`config.mk`:
```
export PLATFORM = sky130hd
export DESIGN_NAME = cbst_top
export DESIGN_NICKNAME = d
export VERILOG_FILES = /design/src/verilog/cbst_pkg.sv /design/src/verilog/cbst_tick_gen.sv /design/src/verilog/cbst_top.sv
export VERILOG_INCLUDE_DIRS = /design/src /design/src/verilog
export SDC_FILE = /design/constraint.sdc
export NUM_CORES = 1
export LEC_CHECK = 0
export ABC_AREA = 1
export CAP_MARGIN = 10
export CORE_MARGIN = 2
export CORE_UTILIZATION = 65
export CTS_CLUSTER_DIAMETER = 200
export DETAILED_ROUTE_END_ITERATION = 8
export DONT_BUFFER_PORTS = 1
export PLACE_DENSITY = 0.9
export SKIP_CTS_REPAIR_TIMING = 1
export SLEW_MARGIN = 20
export SYNTH_ARGS = -nofsm -noshare
export SYNTH_HDL_FRONTEND = slang
export SYNTH_SLANG_ARGS = --single-unit
```
`constraint.sdc`:
```
create_clock -name pclk -period 5.9 [get_ports pclk]
set_input_delay 0.59 -clock pclk [delete_from_list [all_inputs] [get_ports pclk]]
set_output_delay 0.59 -clock pclk [all_outputs]
set_load 0.01 [all_outputs]
```
`src/verilog/cbst_regs.svh`:
```
// Register offsets, field positions, reset values and timing constants of the balance safety timer.
// Assumes a 125 MHz APB clock; offsets are byte addresses of aligned 32-bit words.
`ifndef CBST_REGS_SVH
`define CBST_REGS_SVH

`define CBST_OFF_BAL_CTRL 8'h00
`define CBST_OFF_TIMEOUT 8'h04
`define CBST_OFF_DEV_STAT 8'h08
`define CBST_OFF_FAULT_STAT 8'h0C
`define CBST_OFF_ADDR_CTRL 8'h10
`define CBST_OFF_RESET 8'h14
`define CBST_OFF_IRQ_STAT 8'h18
`define CBST_OFF_IRQ_MASK 8'h1C

`define CBST_BAL_UNIT_BIT 7
`define CBST_DEV_TIMER_BIT 0
`define CBST_DEV_LOCKOUT_BIT 1
`define CBST_DEV_ADDRV_BIT 2
`define CBST_FAULT_POR_BIT 0
`define CBST_IRQ_EXPIRE_BIT 0
`define CBST_IRQ_LOCKOUT_BIT 1
`define CBST_IRQ_POR_BIT 2

`define CBST_RESET_CODE 8'hA5
`define CBST_ADDR_MIN 6'h01
`define CBST_ADDR_MAX 6'h3E
`define CBST_BAL_RST 8'h00
`define CBST_TIMEOUT_RST 8'h00
`define CBST_MASK_RST 3'h0

`define CBST_CLK_KHZ 125000
`define CBST_SOFT_RST_US 300
`define CBST_LOCKOUT_US 100
`define CBST_SEC_PER_MIN 60
`define CBST_SOFT_RST_CYC (`CBST_SOFT_RST_US * `CBST_CLK_KHZ / 1000)
`define CBST_LOCKOUT_CYC (`CBST_LOCKOUT_US * `CBST_CLK_KHZ / 1000)
`define CBST_CYC_PER_SEC (`CBST_CLK_KHZ * 1000)

`endif

```
`src/verilog/cbst_pkg.sv`:
```
// Types shared by the balance safety timer modules.
// Assumes the constants header is included by the modules that need numbers.
package cbst_pkg;
  typedef enum logic {cbst_unit_sec, cbst_unit_min} cbst_unit_t;
  typedef enum logic [1:0] {cbst_idle, cbst_run, cbst_hold} cbst_state_t;
  typedef logic [5:0] cbst_bal_t;
endpackage

```
`src/verilog/cbst_tick_gen.sv`:
```
// Second and minute tick prescaler for the balance safety timer.
// Assumes a free-running pclk; restart realigns both ticks to a full period.
module cbst_tick_gen #(
  parameter int CYC_PER_SEC = 125000000,
  parameter int SEC_PER_MIN = 60
) (
  input wire logic pclk,
  input wire logic presetn,
  input wire logic ce,
  input wire logic restart,
  output logic sec_tick,
  output logic min_tick
);
  import cbst_pkg::*;

  logic [31:0] pre_q;
  logic [7:0] sec_q;

  initial begin
    if (CYC_PER_SEC < 2 || SEC_PER_MIN < 1 || SEC_PER_MIN > 255) begin
      $error("cbst_tick_gen: unsupported prescale values");
    end
  end

  // Cycle prescaler; a restart begins a whole new second so the first tick is never short.
  always_ff @(posedge pclk or negedge presetn) begin
    if (!presetn) begin
      pre_q <= 32'h0;
      sec_tick <= 1'b0;
    end else if (ce) begin
      sec_tick <= 1'b0;
      if (restart) begin
        pre_q <= 32'h0;
      end else if (pre_q == 32'(CYC_PER_SEC - 1)) begin
        pre_q <= 32'h0;
        sec_tick <= 1'b1;
      end else begin
        pre_q <= pre_q + 32'h1;
      end
    end
  end

  // Seconds counter producing the minute tick, realigned on restart as well.
  always_ff @(posedge pclk or negedge presetn) begin
    if (!presetn) begin
      sec_q <= 8'h0;
      min_tick <= 1'b0;
    end else if (ce) begin
      min_tick <= 1'b0;
      if (restart) begin
        sec_q <= 8'h0;
      end else if (sec_tick) begin
        if (sec_q == 8'(SEC_PER_MIN - 1)) begin
          sec_q <= 8'h0;
          min_tick <= 1'b1;
        end else begin
          sec_q <= sec_q + 8'h1;
        end
      end
    end
  end
endmodule // cbst_tick_gen

```
`src/verilog/cbst_top.sv`:
```
// Cell balance output control with safety timer, lockout and reset handling, behind an APB slave.
// Assumes lockout_in is an asynchronous level from the supply monitor and presetn is the power-on reset.
`include "cbst_regs.svh"

module cbst_top #(
  parameter int CYC_PER_SEC = `CBST_CYC_PER_SEC,
  parameter int SOFT_RST_CYC = `CBST_SOFT_RST_CYC,
  parameter int LOCKOUT_CYC = `CBST_LOCKOUT_CYC
) (
  input wire logic pclk,
  input wire logic presetn,
  input wire logic ce,
  input wire logic psel,
  input wire logic penable,
  input wire logic pwrite,
  input wire logic [7:0] paddr,
  input wire logic [31:0] pwdata,
  output logic [31:0] prdata,
  output logic pready,
  output logic pslverr,
  input wire logic lockout_in,
  output cbst_pkg::cbst_bal_t balance_out,
  output logic irq
);
  import cbst_pkg::*;

  logic lock_meta_q, lock_sync_q;
  logic [31:0] lock_cnt_q;
  logic lock_act_q;
  logic [31:0] srst_cnt_q;
  logic srst;
  logic [7:0] bal_q, timeout_q, elapsed_q;
  logic [5:0] addr_q;
  logic lock_flag_q, por_flag_q;
  logic [2:0] irq_stat_q, irq_mask_q;
  cbst_state_t state_q;
  logic sec_tick, min_tick, unit_tick;
  logic wr_en, rd_setup, wr_bal, start, stop_clr, expire, lock_rise;
  logic [2:0] irq_set;
  logic [31:0] rd_val;

  initial begin
    if (CYC_PER_SEC < 2 || SOFT_RST_CYC < 1 || LOCKOUT_CYC < 1) begin
      $error("cbst_top: unsupported timing parameters");
    end
  end

  // Address decode shared by the write enable and the error answer.
  function automatic logic addr_mapped(input logic [7:0] a);
    case (a)
      `CBST_OFF_BAL_CTRL, `CBST_OFF_TIMEOUT, `CBST_OFF_DEV_STAT, `CBST_OFF_FAULT_STAT,
      `CBST_OFF_ADDR_CTRL, `CBST_OFF_RESET, `CBST_OFF_IRQ_STAT, `CBST_OFF_IRQ_MASK: addr_mapped = 1'b1;
      default: addr_mapped = 1'b0;
    endcase
  endfunction

  // The bus stalls during the shortened reset so no write is lost into a register that is being cleared.
  assign srst = (srst_cnt_q != 32'h0);
  assign pready = !srst;
  assign pslverr = psel && penable && !addr_mapped(paddr);
  assign wr_en = ce && psel && penable && pready && pwrite && addr_mapped(paddr);
  assign rd_setup = ce && psel && !penable && !pwrite;
  assign wr_bal = wr_en && (paddr == `CBST_OFF_BAL_CTRL);
  assign unit_tick = bal_q[`CBST_BAL_UNIT_BIT] ? min_tick : sec_tick;

  // Timer control terms; a start only counts when a nonzero timeout is programmed.
  assign start = wr_bal && (bal_q[5:0] == 6'h0) && (pwdata[5:0] != 6'h0) && (timeout_q != 8'h0) && !lock_act_q;
  assign stop_clr = wr_bal && (pwdata[5:0] == 6'h0);
  assign expire = (state_q == cbst_run) && ((timeout_q == 8'h0) ||
                  (unit_tick && ((elapsed_q + 8'h1) >= timeout_q)));
  assign lock_rise = ce && !lock_act_q && lock_sync_q && (lock_cnt_q == 32'(LOCKOUT_CYC - 1));

  cbst_tick_gen #(
    .CYC_PER_SEC(CYC_PER_SEC),
    .SEC_PER_MIN(`CBST_SEC_PER_MIN)
  ) u_tick (
    .pclk(pclk),
    .presetn(presetn),
    .ce(ce),
    .restart(start || srst),
    .sec_tick(sec_tick),
    .min_tick(min_tick)
  );

  // Two-stage synchroniser for the asynchronous lockout level.
  always_ff @(posedge pclk or negedge presetn) begin
    if (!presetn) begin
      lock_meta_q <= 1'b0;
      lock_sync_q <= 1'b0;
    end else if (ce) begin
      lock_meta_q <= lockout_in;
      lock_sync_q <= lock_meta_q;
    end
  end

  // Lockout filter: the level must persist for the whole filter time before balancing is cut.
  always_ff @(posedge pclk or negedge presetn) begin
    if (!presetn) begin
      lock_cnt_q <= 32'h0;
      lock_act_q <= 1'b0;
    end else if (ce) begin
      if (!lock_sync_q) begin
        lock_cnt_q <= 32'h0;
        lock_act_q <= 1'b0;
      end else if (lock_rise) begin
        lock_act_q <= 1'b1;
      end else if (!lock_act_q) begin
        lock_cnt_q <= lock_cnt_q + 32'h1;
      end
    end
  end

  // Shortened reset period started by the reset code; it acts like power-on reset on all state except prdata and the lockout synchroniser and filter.
  always_ff @(posedge pclk or negedge presetn) begin
    if (!presetn) begin
      srst_cnt_q <= 32'h0;
    end else if (ce) begin
      if (wr_en && paddr == `CBST_OFF_RESET && pwdata[7:0] == `CBST_RESET_CODE) begin
        srst_cnt_q <= 32'(SOFT_RST_CYC);
      end else if (srst) begin
        srst_cnt_q <= srst_cnt_q - 32'h1;
      end
    end
  end

  // Balance control: host writes, cell bits cleared on expiry and forced to zero under lockout.
  always_ff @(posedge pclk or negedge presetn) begin
    if (!presetn) begin
      bal_q <= `CBST_BAL_RST;
    end else if (ce) begin
      if (srst) begin
        bal_q <= `CBST_BAL_RST;
      end else if (lock_act_q) begin
        bal_q <= 8'h00;
      end else if (wr_bal) begin
        bal_q <= {pwdata[7], 1'b0, pwdata[5:0]};
      end else if (expire) begin
        bal_q[5:0] <= 6'h0;
      end
    end
  end

  // Timeout value; the host may rewrite it at any moment, even while the timer runs.
  always_ff @(posedge pclk or negedge presetn) begin
    if (!presetn) begin
      timeout_q <= `CBST_TIMEOUT_RST;
    end else if (ce) begin
      if (srst) begin
        timeout_q <= `CBST_TIMEOUT_RST;
      end else if (wr_en && paddr == `CBST_OFF_TIMEOUT) begin
        timeout_q <= pwdata[7:0];
      end
    end
  end

  // Safety timer state; a nonzero to nonzero write is neither start nor stop and leaves it running.
  always_ff @(posedge pclk or negedge presetn) begin
    if (!presetn) begin
      state_q <= cbst_idle;
      elapsed_q <= 8'h0;
    end else if (ce) begin
      case (state_q)
        cbst_idle: begin
          elapsed_q <= 8'h0;
          if (start) begin
            state_q <= cbst_run;
          end
        end
        cbst_run: begin
          if (srst || lock_act_q || stop_clr || expire) begin
            state_q <= cbst_idle;
            elapsed_q <= 8'h0;
          end else if (unit_tick) begin
            elapsed_q <= elapsed_q + 8'h1;
          end
        end
        default: begin
          state_q <= cbst_idle;
          elapsed_q <= 8'h0;
        end
      endcase
    end
  end

  // Outputs follow the stored bits, but only while the timer runs with a nonzero timeout.
  always_ff @(posedge pclk or negedge presetn) begin
    if (!presetn) begin
      balance_out <= 6'h0;
    end else if (ce) begin
      if (state_q == cbst_run && !expire && !srst && !lock_act_q && timeout_q != 8'h0) begin
        balance_out <= bal_q[5:0];
      end else begin
        balance_out <= 6'h0;
      end
    end
  end

  // Device address; reads zero after any reset until the host assigns one.
  always_ff @(posedge pclk or negedge presetn) begin
    if (!presetn) begin
      addr_q <= 6'h0;
    end else if (ce) begin
      if (srst) begin
        addr_q <= 6'h0;
      end else if (wr_en && paddr == `CBST_OFF_ADDR_CTRL) begin
        addr_q <= pwdata[5:0];
      end
    end
  end

  // Latched lockout and power-on flags; a set in the same cycle as a clear wins.
  always_ff @(posedge pclk or negedge presetn) begin
    if (!presetn) begin
      lock_flag_q <= 1'b0;
      por_flag_q <= 1'b1;
    end else if (ce) begin
      if (srst) begin
        lock_flag_q <= 1'b0;
        por_flag_q <= 1'b1;
      end else begin
        if (lock_rise) begin
          lock_flag_q <= 1'b1;
        end else if (wr_en && paddr == `CBST_OFF_DEV_STAT && pwdata[`CBST_DEV_LOCKOUT_BIT]) begin
          lock_flag_q <= 1'b0;
        end
        if (wr_en && paddr == `CBST_OFF_FAULT_STAT && pwdata[`CBST_FAULT_POR_BIT]) begin
          por_flag_q <= 1'b0;
        end
      end
    end
  end

  // Interrupt status and mask; status bits are sticky and cleared by writing one.
  assign irq_set = {srst, lock_rise, expire};
  always_ff @(posedge pclk or negedge presetn) begin
    if (!presetn) begin
      irq_stat_q <= 3'h4;
      irq_mask_q <= `CBST_MASK_RST;
    end else if (ce) begin
      if (srst) begin
        irq_stat_q <= 3'h4;
        irq_mask_q <= `CBST_MASK_RST;
      end else if (wr_en && paddr == `CBST_OFF_IRQ_MASK) begin
        irq_mask_q <= pwdata[2:0];
      end
      if (srst) begin
        irq_stat_q <= 3'h4;
      end else if (wr_en && paddr == `CBST_OFF_IRQ_STAT) begin
        irq_stat_q <= (irq_stat_q & ~pwdata[2:0]) | irq_set;
      end else begin
        irq_stat_q <= irq_stat_q | irq_set;
      end
    end
  end
  assign irq = |(irq_stat_q & irq_mask_q);

  // Read mux; reserved bits and the write-only reset register read zero.
  always_comb begin
    rd_val = 32'h0;
    case (paddr)
      `CBST_OFF_BAL_CTRL: rd_val = {24'h0, bal_q};
      `CBST_OFF_TIMEOUT: rd_val = {24'h0, timeout_q};
      `CBST_OFF_DEV_STAT: rd_val = {29'h0,
        (addr_q >= `CBST_ADDR_MIN) && (addr_q <= `CBST_ADDR_MAX), lock_flag_q, state_q == cbst_run};
      `CBST_OFF_FAULT_STAT: rd_val = {31'h0, por_flag_q};
      `CBST_OFF_ADDR_CTRL: rd_val = {26'h0, addr_q};
      `CBST_OFF_IRQ_STAT: rd_val = {29'h0, irq_stat_q};
      `CBST_OFF_IRQ_MASK: rd_val = {29'h0, irq_mask_q};
      default: rd_val = 32'h0;
    endcase
  end

  // Read data is captured in the setup cycle so it comes from a flip-flop in the access phase.
  // A read stalled by the shortened reset keeps refreshing, so it returns the restored defaults.
  always_ff @(posedge pclk or negedge presetn) begin
    if (!presetn) begin
      prdata <= 32'h0;
    end else if (rd_setup || (ce && psel && penable && !pwrite && !pready)) begin
      prdata <= rd_val;
    end
  end
endmodule // cbst_top

```
# [Word level (Yosys, flattened, before mapping)]
# Memory sizes are Yosys's and may differ from the RTL's.
# Cells that the tools add are included.
[op_classes] n_addsub=5 muxes=46 n_lt_le_gt_ge=3 eq_ne=18 bitwise_logic=5 n_reduce_logical=81
[ops] op="$mux 32" count=7
[ops] op="$mux 8" count=10
[ops] op="$add 32x1->32 const B" count=2
[ops] op="$pmux 8 s7" count=1
[ops] op="$logic_and 1x1->1" count=37
[ops] op="$eq 32x14->1 const B" count=1
[ops] op="$eq 32x27->1 const B" count=1
[ops] op="$eq 8x5->1 const B" count=4
[ops] op="$reduce_bool 32->1" count=1
[ops] op="$sub 32x1->32 const B" count=1
[ops] op="$mux 6" count=5
[ops] op="$reduce_and 2->1" count=11
[ops] op="$add 8x1->8 const B" count=2
[ops] op="$eq 8x4->1 const B" count=2
[ops] op="$logic_not 8->1" count=2
[ops] op="$mux 1" count=15
[ops] op="$logic_not 6->1" count=2
[ops] op="$mux 3" count=4
[ops] op="$reduce_bool 2->1" count=6
[ops] op="$eq 8x3->1 const B" count=1
[ops] op="$eq 8x6->1 const B" count=1
[ops] op="$eq 8x8->1 const B" count=1
[ops] op="$ge 8x8->1" count=1
[ops] op="$ne 2x2->1 const B" count=4
[ops] op="20 further kinds" count=36
[totals] input_bits=47 mem_count=2 rom_bits=64 wordCells=181 regBits=187
[memory_table] name="(name not given)" depth=32 word_bits=1 read_ports=1 rd_ports_with_merged_regs=0 write_ports=0 line_no="cbst_top.sv:50" source="case (a)"
[memory_table] name="(name not given)" depth=32 word_bits=1 read_ports=1 rd_ports_with_merged_regs=0 write_ports=0 line_no="cbst_top.sv:50"

# [Logic depth before layout (Yosys ltp)]
# Gate-level depths: netlist (run 1).
[depth] depth_word=13 mapped_depth=19 mapped_depth_nobuf=18

# [By module]
# A second synthesis (run 1) with hierarchy kept.
[unflattened] hier_cells=1459 hier_area_um2=10446.3
[modules_own_cells] module="cbst_top" instances=1 cells_per_inst=1085 seq_area_each_um2=2980.4 area_per_inst_um2=7862.5
[modules_own_cells] module="cbst_tick_gen" instances=1 cells_per_inst=374 seq_area_each_um2=1051.0 area_per_inst_um2=2583.7

# [Least setup slack after synthesis (run 1)]
# Ideal clock, no wire load.
[synth_timing] path_type="register to register" from="reg elapsed_q[0]" to="reg elapsed_q[0]" t_required_ns=5.779 setup_slack_ns=3.455 setup_time_ns=0.121 stages_incl_launch_ff=18 t_arrival_ns=2.324 path_cell_list="dfrtp_1 inv_1 nor2_1 nand3_1 nand3b_1 xor2_1 inv_1 ha_1 a21o_1 nor2_1 nand3_1 nand2_1 nand2_1 nor2_4 nand3_2 nand2_4 buf_12 o21ai_1"
[synth_via] elab_chain_cells=8 word_cells_on_any_way=11 classes_between="1 x add/sub; 1 x order compare; 1 x eq/ne; 3 x mux; 5 x reduce/logical"
[synth_lines] element="from (decl)" line_no="cbst_top.sv:32" source="logic [7:0] bal_q, timeout_q, elapsed_q;"
[synth_lines] element="from (signal assigned)" line_no="cbst_top.sv:174" source="elapsed_q <= elapsed_q + 8'h1;"
[synth_lines] element="$add 8x1->8 *" line_no="cbst_top.sv:70, cbst_top.sv:174"
[synth_lines] element="$ge 8x8->1" line_no="cbst_top.sv:70" source="(unit_tick && ((elapsed_q + 8'h1) >= timeout_q)));"
[synth_lines] element="$logic_and 1x1->1" line_no="cbst_top.sv:70"
[synth_lines] element="$logic_or 1x1->1" line_no="cbst_top.sv:69" source="assign expire = (state_q == cbst_run) && ((timeout_q == 8'h0) ||"
[synth_lines] element="$logic_and 1x1->1" line_no="cbst_top.sv:69"
[synth_lines] element="$logic_or 1x1->1" line_no="cbst_top.sv:170" source="if (srst || lock_act_q || stop_clr || expire) begin"
[synth_lines] element="$ne 3x3->1 (no source line) / $mux 8 (equally long branches)"
[synth_lines] element="$reduce_and 2->1 (no source line) / $mux 8 (equally long branches)"
# Mark *: on every way between the ends. The rest lies on a longest branch, timed or not. The select of a mux whose other input is x is not followed.
# A chain may end at the register's enable or synchronous reset.

# [Worst setup path in the final report (run 1)]
[layout_timing] from="reg lock_sync_q" to="reg lock_cnt_q[16]"
[layout_via] elab_chain_cells=4 word_cells_on_any_way=6 classes_between="2 x eq/ne; 1 x mux; 3 x reduce/logical"
[layout_lines] element="from (decl)" line_no="cbst_top.sv:27" source="logic lock_meta_q, lock_sync_q;"
[layout_lines] element="from (signal assigned)" line_no="cbst_top.sv:92" source="lock_sync_q <= lock_meta_q;"
[layout_lines] element="$logic_and 1x1->1 (2 in series)" line_no="cbst_top.sv:71" source="assign lock_rise = ce && !lock_act_q && lock_sync_q && (lock_cnt_q == 32'(LOCKOUT_CYC - 1));"
[layout_lines] element="$ne 2x2->1 (no source line)"
[layout_lines] element="$reduce_and 3->1 (no source line)"
[layout_lines] element="to (signal assigned)" line_no="cbst_top.sv:108" source="lock_cnt_q <= lock_cnt_q + 32'h1;"
[layout_lines] element="to (decl)" line_no="cbst_top.sv:28" source="logic [31:0] lock_cnt_q;"
# Several ways; a longest one is shown, not always the timed one.

==> results of run 1 <==
per-layer routing:
layer / up-vias / wire [um]
li1: 4639 / -
met1: 4574 / 11000
met2: 443 / 12400
met3: 74 / 1960
met4: 0 / 770
met5: - / 0
cells in the mapped netlist (2+ instances only):
library cell	number	area [sq um]
nand2_4	2	22.5
buf_4	28	210
inv_1	155	582
o21ai_2	3	26.3
inv_2	4	15.0
dfstp_2	2	52.6
nor2_4	6	67.6
xor2_1	45	394
o21ai_0	106	531
nand2_1	383	1440
nand3_1	132	661
nor2_1	129	484
o22ai_1	8	50.1
a21o_1	2	15.0
ha_1	14	175
o21ai_1	18	90.1
a21oi_1	13	65.1
buf_2	7	35.0
o221ai_1	3	26.3
nand2_2	7	43.8
or2_2	13	81.3
nand4_1	44	275
dfrtp_1	159	3980
nand3b_1	21	158
nand3_2	2	20.0
xnor2_1	15	131
nor4_1	16	100
clkbuf_1	17	63.8
and3_1	2	12.5
o31ai_1	6	45.0
nor3_1	44	220
nor2_2	11	68.8
final cells by class:
cell class,count,area [sq um],share of cell area (%)
clock buffers,18,429,3.92
multi-input cells,1081,5420,49.4
clock inverters,14,158,1.44
repair buffers,4,52.6,0.479
flip-flops and latches,161,4030,36.8
inverters,160,602,5.49
well taps,216,270,2.47
worst register-to-register path: cells and delay by family (launching register included):
family                 cells  cell delay [ns]
AO/OA/AOI/OAI              1             0.11
AND/OR/NAND/NOR            5             1.45
flip-flops                 1             1.03
buffers and inverters      2             0.59
logic make-up (layout without fill, tap and decap cells):
family          count (synthesis)  after routing  synth area share, %
buf+inv                       215            196                 9.17
xor+xnor                       60             60                 5.10
simple gates                  818            818                 36.2
other cells                     1             24               0.0364
flops                         161            161                 39.1
compound gates                164            164                 8.60
mux                             1              1               0.0971
fa+ha+maj                      14             14                 1.70
state kept, by name, summed over array words and instances (netlist names), 3 cells and up:
register,count
addr_q,6
bal_q,7
u_tick.sec_q,8
elapsed_q,8
irq_stat_q,3
lock_cnt_q,32
u_tick.pre_q,32
prdata,8
balance_out,6
irq_mask_q,3
timeout_q,8
srst_cnt_q,32
power groups by stage:
stage	Clock, W	Sequential (W)	Combinational (W)
floorplan	0	0.00131	0.000653
global placement	0	0.00134	0.000753
detailed placement	0	0.00134	0.000767
CTS	0.00112	0.00132	0.000771
global route	0.00117	0.00134	0.000922
finish	0.00111	0.00133	0.000809
per-stage QoR:
step / setup WS, ns / std cells / total power, W / area, sq um
final: 2.59 / 1654 / 0.00325 / 11000
after floorplan: 3.45 / 1457 / 0.00196 / 10400
after detailed placement: 2.67 / 1620 / 0.00211 / 10300
after CTS: 2.65 / 1652 / 0.00321 / 10900
after global routing: 2.21 / 1654 / 0.00343 / 11000
after global placement: 2.70 / 1620 / 0.00209 / 10300
how the worst max path moves through the flow:
stage / startpoint / end / slack (ns) / depth (start not counted)
final: lock_sync_q / lock_cnt_q[16] / 2.59 / 8
after global routing: lock_sync_q / lock_cnt_q[16] / 2.21 / 8
after CTS: lock_sync_q / lock_cnt_q[16] / 2.65 / 8
after detailed placement: srst_cnt_q[0] / srst_cnt_q[15] / 2.67 / 11
after global placement: srst_cnt_q[0] / srst_cnt_q[3] / 2.70 / 11
after floorplan: elapsed_q[0] / elapsed_q[0] / 3.45 / 17
==> insert_results.sql, run 1 <==
INSERT INTO impl_metrics (metric_group, metric, value, unit) VALUES
('drt', 'vias', '9730', ''),
('setup_path', 'worst-setup-path-type', 'flop to flop', ''),
('place', 'portBuffers', '0', ''),
('timing', 'timing.setup.tns', '0', 'ns'),
('floorplan', 'die-height', '130', 'um'),
('global_route', 'use_met3', '6.97', '%'),
('cells_and_area', 'leading_cell_types_in_the_layout_fill_and_taps_excluded', 'nand2_1 (383), dfrtp_1 (159), inv_1 (155)', ''),
('setup_path', 'worstPathCellList', 'nand3_1 -> nor2_1 -> nand3_1 -> nand2_1 -> buf_4 -> inv_1 -> nand3_1 -> o21ai_0', ''),
('timing', 'finalMaxSlewViolations', '0', ''),
('drt', 'detail_route.wirelength', '26200', 'um'),
('cells_and_area', 'design.final.nets', '1486', ''),
('setup_path', 'timing.critical_path.buf_inv', '2', ''),
('setup_path', 'critical_path.top_delay_family', 'simple AND/OR/NAND/NOR gates', ''),
('power', 'power.clock.fraction', '34.3', '%'),
('cts', 'clock_sinks', '161', ''),
('drt', 'ant_nets', '0', ''),
('place', 'gp_congestion', '0.935', ''),
('hold_path', 'timing.hold.worst.class', 'input port to asynchronous set/reset pin', ''),
('cells_and_area', 'final_layout_size_suffix_gt1_share', '6.19', '%'),
('floorplan', 'design.portCount', '88', ''),
('global_route', 'gr-usage-all-layers', '31.9', '%'),
('timing', 'hold_viol', '0', ''),
('logic_synthesis', 'edff_count_synth', '0', ''),
('timing', 'maxSlewHeadroom', '29.0', '%'),
('cells_and_area', 'areaGrowthSynthToFinish', '6.32', '%'),
('logic_synthesis', 'synth_ff_type', 'dfrtp_1', ''),
('power', 'power.share.switching', '35.3', '%'),
('timing', 'max_freq', '0.303', 'GHz'),
('cts', 'inserted_clock_buffers', '17', ''),
('setup_path', 'critical_path.most_common_cell', 'nand3_1', ''),
('drt', 'drtPass1Iterations', '6', ''),
('timing', 'tightest_slew', '1.06', 'ns'),
('cts', 'cts_root_buf', 'clkbuf_16', ''),
('setup_path', 'beginning_of_the_worst_register_to_register_path', 'lock_sync_q', ''),
('global_route', 'gr-max-usage-layer', 'met2', ''),
('global_route', 'grt_first_pass_wirelength', '43100', 'um'),
('power', 'total_switching_power', '0.00115', 'W'),
('logic_synthesis', 'synth.distinct_cells', '49', ''),
('logic_synthesis', 'synthesis.area', '10300', 'sq um'),
('global_route', 'grt_start_max_net_pins', '162', ''),
('setup_path', 'worst_r2r_path_depth', '8', ''),
('logic_synthesis', 'synth_async_sr_flop_share', '100', '%'),
('power', 'ir_worst_vdd', '272', 'uV'),
('setup_path', 'crit_path_end_kind', 'flop', ''),
('flow_run', 'maxCapViolCount', '0', ''),
('cts', 'cts.reportedPaths.clkPinSlew', '0.07', 'ns'),
('timing', 'rsz0062_at_grt', 'false', ''),
('power', 'power.sequential.fraction', '40.8', '%'),
('run_status', 'status', 'finished, final reports clean', ''),
('logic_synthesis', 'yosysWarningCount', '0', ''),
('cells_and_area', 'antennaDiodeCount', '0', ''),
('cts', 'h-tree-depth', '4', ''),
('cts', 'max-clock-path-buffers', '2', ''),
('timing', 'clock_skew', '0.0111', 'ns'),
('timing', 'post-route-period-util', '56.0', '%'),
('logic_synthesis', 'cell_count_after_synthesis', '1434', ''),
('logic_synthesis', 'syn-mean-instance-area', '7.19', 'sq um'),
('setup_path', 'timing.critical_path.from_type', 'flop', ''),
('floorplan', 'die-width', '130', 'um'),
('floorplan', 'initial_cell_density_of_the_core', '65.6', '%'),
('timing', 'finalHoldWorstSlack', '0.139', 'ns'),
('timing', 'fin_crit', '3.31', 'ns'),
('global_route', 'grt_pass1_vias', '8975', ''),
('place', 'place.detailed.hpwl', '18500', 'um'),
('cts', 'clock_latency', '0.44', 'ns'),
('setup_path', 'slowest_stage', 'dfrtp_1', ''),
('logic_synthesis', 'synth-seq-cells', '161', ''),
('floorplan', 'total_die_area', '16900', 'sq um'),
('power', 'power.density', '296', 'nW/um^2'),
('setup_path', 'rr_endpoint', 'lock_cnt_q[16]', ''),
('cells_and_area', 'mostFrequentLayoutCell', 'nand2_1', '');
No activity file was read; power rests on OpenSTA's default activity.
==> inputs of run 2 (changes only) <==
==> constraint.sdc (replaced) <==
create_clock -name pclk -period 3.2 [get_ports pclk]
set_input_delay 0.32 -clock pclk [delete_from_list [all_inputs] [get_ports pclk]]
set_output_delay 0.32 -clock pclk [all_outputs]
set_load 0.01 [all_outputs]
==> run 2 against run 1 <==
Against the previous run:
- the run now ends with negative hold slack left
- hold slack lost 0.57 ns
- non-clock buffer count rose by 9
- critical path type unchanged
- count of clock-buffer cells in the layout unchanged
- clock power up 77%
- register-to-register slack got worse by 2.2 ns
- largest cell class unchanged
- final area grew 0.17%
==> insert_results.sql, run 2 (synthesized netlist as in run 1, its figures left out) <==
INSERT INTO impl_metrics (metric_group, metric, value, unit) VALUES
('floorplan', 'num_rows', '46', ''),
('cells_and_area', 'final_core_util', '69.9', '%'),
('global_route', 'use_met3', '6.03', '%'),
('floorplan', 'die-width', '130', 'um'),
('cells_and_area', 'design.final.nets', '1495', ''),
('power', 'power.clock.fraction', '33.5', '%'),
('drt', 'post-route-drc-count', '0', ''),
('setup_path', 'timing.critical_path.from_type', 'flop', ''),
('cts', 'h-tree-depth', '4', ''),
('timing', 'finalMaxSlewViolations', '0', ''),
('drt', 'drtPass1Iterations', '5', ''),
('timing', 'post-route-period-util', '88.1', '%'),
('cts', 'cts_tree', 'built', ''),
('power', 'power_report.internal_total', '0.00380', 'W'),
('timing', 'rsz0062_at_grt', 'false', ''),
('setup_path', 'critPathMaxFanout', '7', ''),
('global_route', 'grt_pass1_vias', '8814', ''),
('setup_path', 'beginning_of_the_worst_register_to_register_path', 'elapsed_q[2]', ''),
('timing', 'hold_viol', '163', ''),
('setup_path', 'cp_data_arrival_time', '3.18', 'ns'),
('cts', 'cts.reportedPaths.clkPinSlew', '0.07', 'ns'),
('cells_and_area', 'leading_cell_types_in_the_layout_fill_and_taps_excluded', 'nand2_1 (383), dfrtp_1 (159), inv_1 (155)', ''),
('timing', 'max_freq', '0.355', 'GHz'),
('timing', 'timing.setup.tns', '0', 'ns'),
('drt', 'routed_wire_length_per_instance', '15.5', 'um'),
('setup_path', 'crit_path_start', 'elapsed_q[2]', ''),
('cts', 'clock_latency', '0.44', 'ns'),
('floorplan', 'die-height', '130', 'um'),
('setup_path', 'timing.critical_path.buf_inv', '1', ''),
('global_route', 'met2_usage', '50.8', '%'),
('run_status', 'status', 'complete, but fails checks', ''),
('power', 'ir_worst_vdd', '627', 'uV'),
('setup_path', 'crit_path_end_kind', 'flop', ''),
('cts', 'max-clock-path-buffers', '2', ''),
('global_route', 'gr-max-usage-layer', 'met2', ''),
('cells_and_area', 'top_regs', 'lock_cnt_q (32), srst_cnt_q (32), u_tick.pre_q (32)', ''),
('global_route', 'gr-usage-all-layers', '31.1', '%'),
('drt', 'ant_nets', '0', ''),
('power', 'power.density', '536', 'nW/um^2'),
('cells_and_area', 'mostFrequentLayoutCell', 'nand2_1', ''),
('place', 'gp_congestion', '0.997', ''),
('hold_path', 'timing.hold.worst.class', 'input port to asynchronous set/reset pin', ''),
('cts', 'cts_root_buf', 'clkbuf_16', ''),
('cts', 'clock_sinks', '161', ''),
('place', 'place.detailed.hpwl', '18500', 'um'),
('drt', 'vias', '9627', ''),
('global_route', 'grt_antenna_before_repair', '0', ''),
('cells_and_area', 'final_layout_size_suffix_gt1_share', '6.71', '%'),
('power', 'power.sequential.fraction', '41.5', '%'),
('setup_path', 'worstPathCellList', 'nand2_1 -> nor2_1 -> nand3_1 -> nand3b_1 -> xor2_1 -> inv_1 -> ha_1 -> a21o_1 -> nor2_1 -> nand3_1 -> nand2_1 -> nand2_1 -> nor2_1 -> nand3_1 -> o21ai_2', ''),
('global_route', 'gr-total-overflow', '0', ''),
('floorplan', 'total_die_area', '16900', 'sq um'),
('timing', 'clock_skew', '0.0124', 'ns'),
('cells_and_area', 'antennaDiodeCount', '0', ''),
('global_route', 'grt_use_met1', '41.7', '%'),
('place', 'portBuffers', '0', ''),
('setup_path', 'critical_path.top_delay_family', 'simple AND/OR/NAND/NOR gates', ''),
('floorplan', 'design.portCount', '88', ''),
('setup_path', 'worst_r2r_path_depth', '15', ''),
('run_status', 'violations', 'negative hold slack', ''),
('drt', 'viasPerCell', '5.79', ''),
('power', 'total_leakage_power', '4.92', 'nW'),
('timing', 'finalHoldWorstSlack', '-0.433', 'ns'),
('setup_path', 'slowest_stage', 'dfrtp_1', ''),
('timing', 'maxSlewHeadroom', '39.2', '%'),
('timing', 'fin_crit', '2.82', 'ns'),
('cells_and_area', 'areaGrowthSynthToFinish', '6.50', '%'),
('flow_run', 'maxCapViolCount', '0', ''),
('floorplan', 'initial_cell_density_of_the_core', '65.6', '%'),
('timing', 'setup_viol', '0', ''),
('setup_path', 'rrSetupSlack', '0.38', 'ns'),
('floorplan', 'placeableCoreArea', '15700', 'sq um'),
('cts', 'inserted_clock_buffers', '17', ''),
('power', 'p_comb_share', '25.0', '%'),
('timing', 'tightest_slew', '0.904', 'ns'),
('setup_path', 'path_depth', '15', ''),
('setup_path', 'critPathRequiredTime', '3.56', 'ns'),
('drt', 'first_iter_violations', '972', ''),
('setup_path', 'rr_endpoint', 'elapsed_q[6]', ''),
('setup_path', 'worst-setup-path-type', 'flop to flop', ''),
('global_route', 'grt_first_pass_wirelength', '42000', 'um'),
('power', 'power.share.switching', '35.4', '%'),
('drt', 'detail_route.wirelength', '25800', 'um'),
('setup_path', 'max_stage_delay', '0.40', 'ns'),
('setup_path', 'setup.worst_path.end', 'elapsed_q[6]', ''),
('power', 'total_switching_power', '0.00208', 'W'),
('global_route', 'grt_start_max_net_pins', '162', '');
run 2: worst min path at each step:
stage            start               end  slack (ns)
4_1_cts        presetn  u_tick.pre_q[11]       -0.44
3_3_place_gp   presetn  u_tick.pre_q[10]        0.03
2_1_floorplan  presetn         addr_q[0]        0.02
3_5_place_dp   presetn  u_tick.pre_q[10]        0.03
5_1_grt        presetn  u_tick.pre_q[16]       -0.44
6_report       presetn  u_tick.pre_q[11]       -0.43
run 2: metrics by stage:
stage               instance area, sq um  total power [W]  worst slack [ns]  hold slack, ns  std cells
floorplan                          10400          0.00362             0.755          0.0244       1457
global placement                   10400          0.00386             0.513          0.0298       1630
detailed placement                 10400          0.00390             0.393          0.0300       1630
CTS                                11000          0.00587             0.391          -0.438       1661
global route                       11000          0.00620             0.126          -0.439       1662
finish                             11000          0.00588             0.381          -0.433       1662
run 2: final cells by class:
type                    instances  area [sq um]
clock buffers                  18           429
clock inverters                13           129
fillers                      1303          4730
inverters                     160           602
multi-input cells            1081          5420
flip-flops and latches        161          4030
well taps                     216           270
repair buffers                 13           100
run 2: routing by layer:
layer | share of wire (%) | routed length (um)
met1 | 43 | 11200
met2 | 48 | 12400
met3 | 6.0 | 1560
met4 | 2.3 | 589
met5 | 0 | 0
run 2: worst register-to-register path: stages, from the launching register on:
cell,delay (ns)
dfrtp_1,0.40
nand2_1,0.07
nor2_1,0.15
nand3_1,0.13
nand3b_1,0.19
xor2_1,0.16
inv_1,0.08
ha_1,0.29
a21o_1,0.18
nor2_1,0.09
nand3_1,0.08
nand2_1,0.06
nand2_1,0.12
nor2_1,0.39
nand3_1,0.17
o21ai_2,0.17
run 2: power groups by stage:
stage               Clock (W)  Sequential, W  Combinational [W]
CTS                   0.00199        0.00243            0.00145
finish                0.00197        0.00244            0.00147
global route          0.00208        0.00246            0.00167
global placement            0        0.00246            0.00140
detailed placement          0        0.00246            0.00143
floorplan                   0        0.00241            0.00120
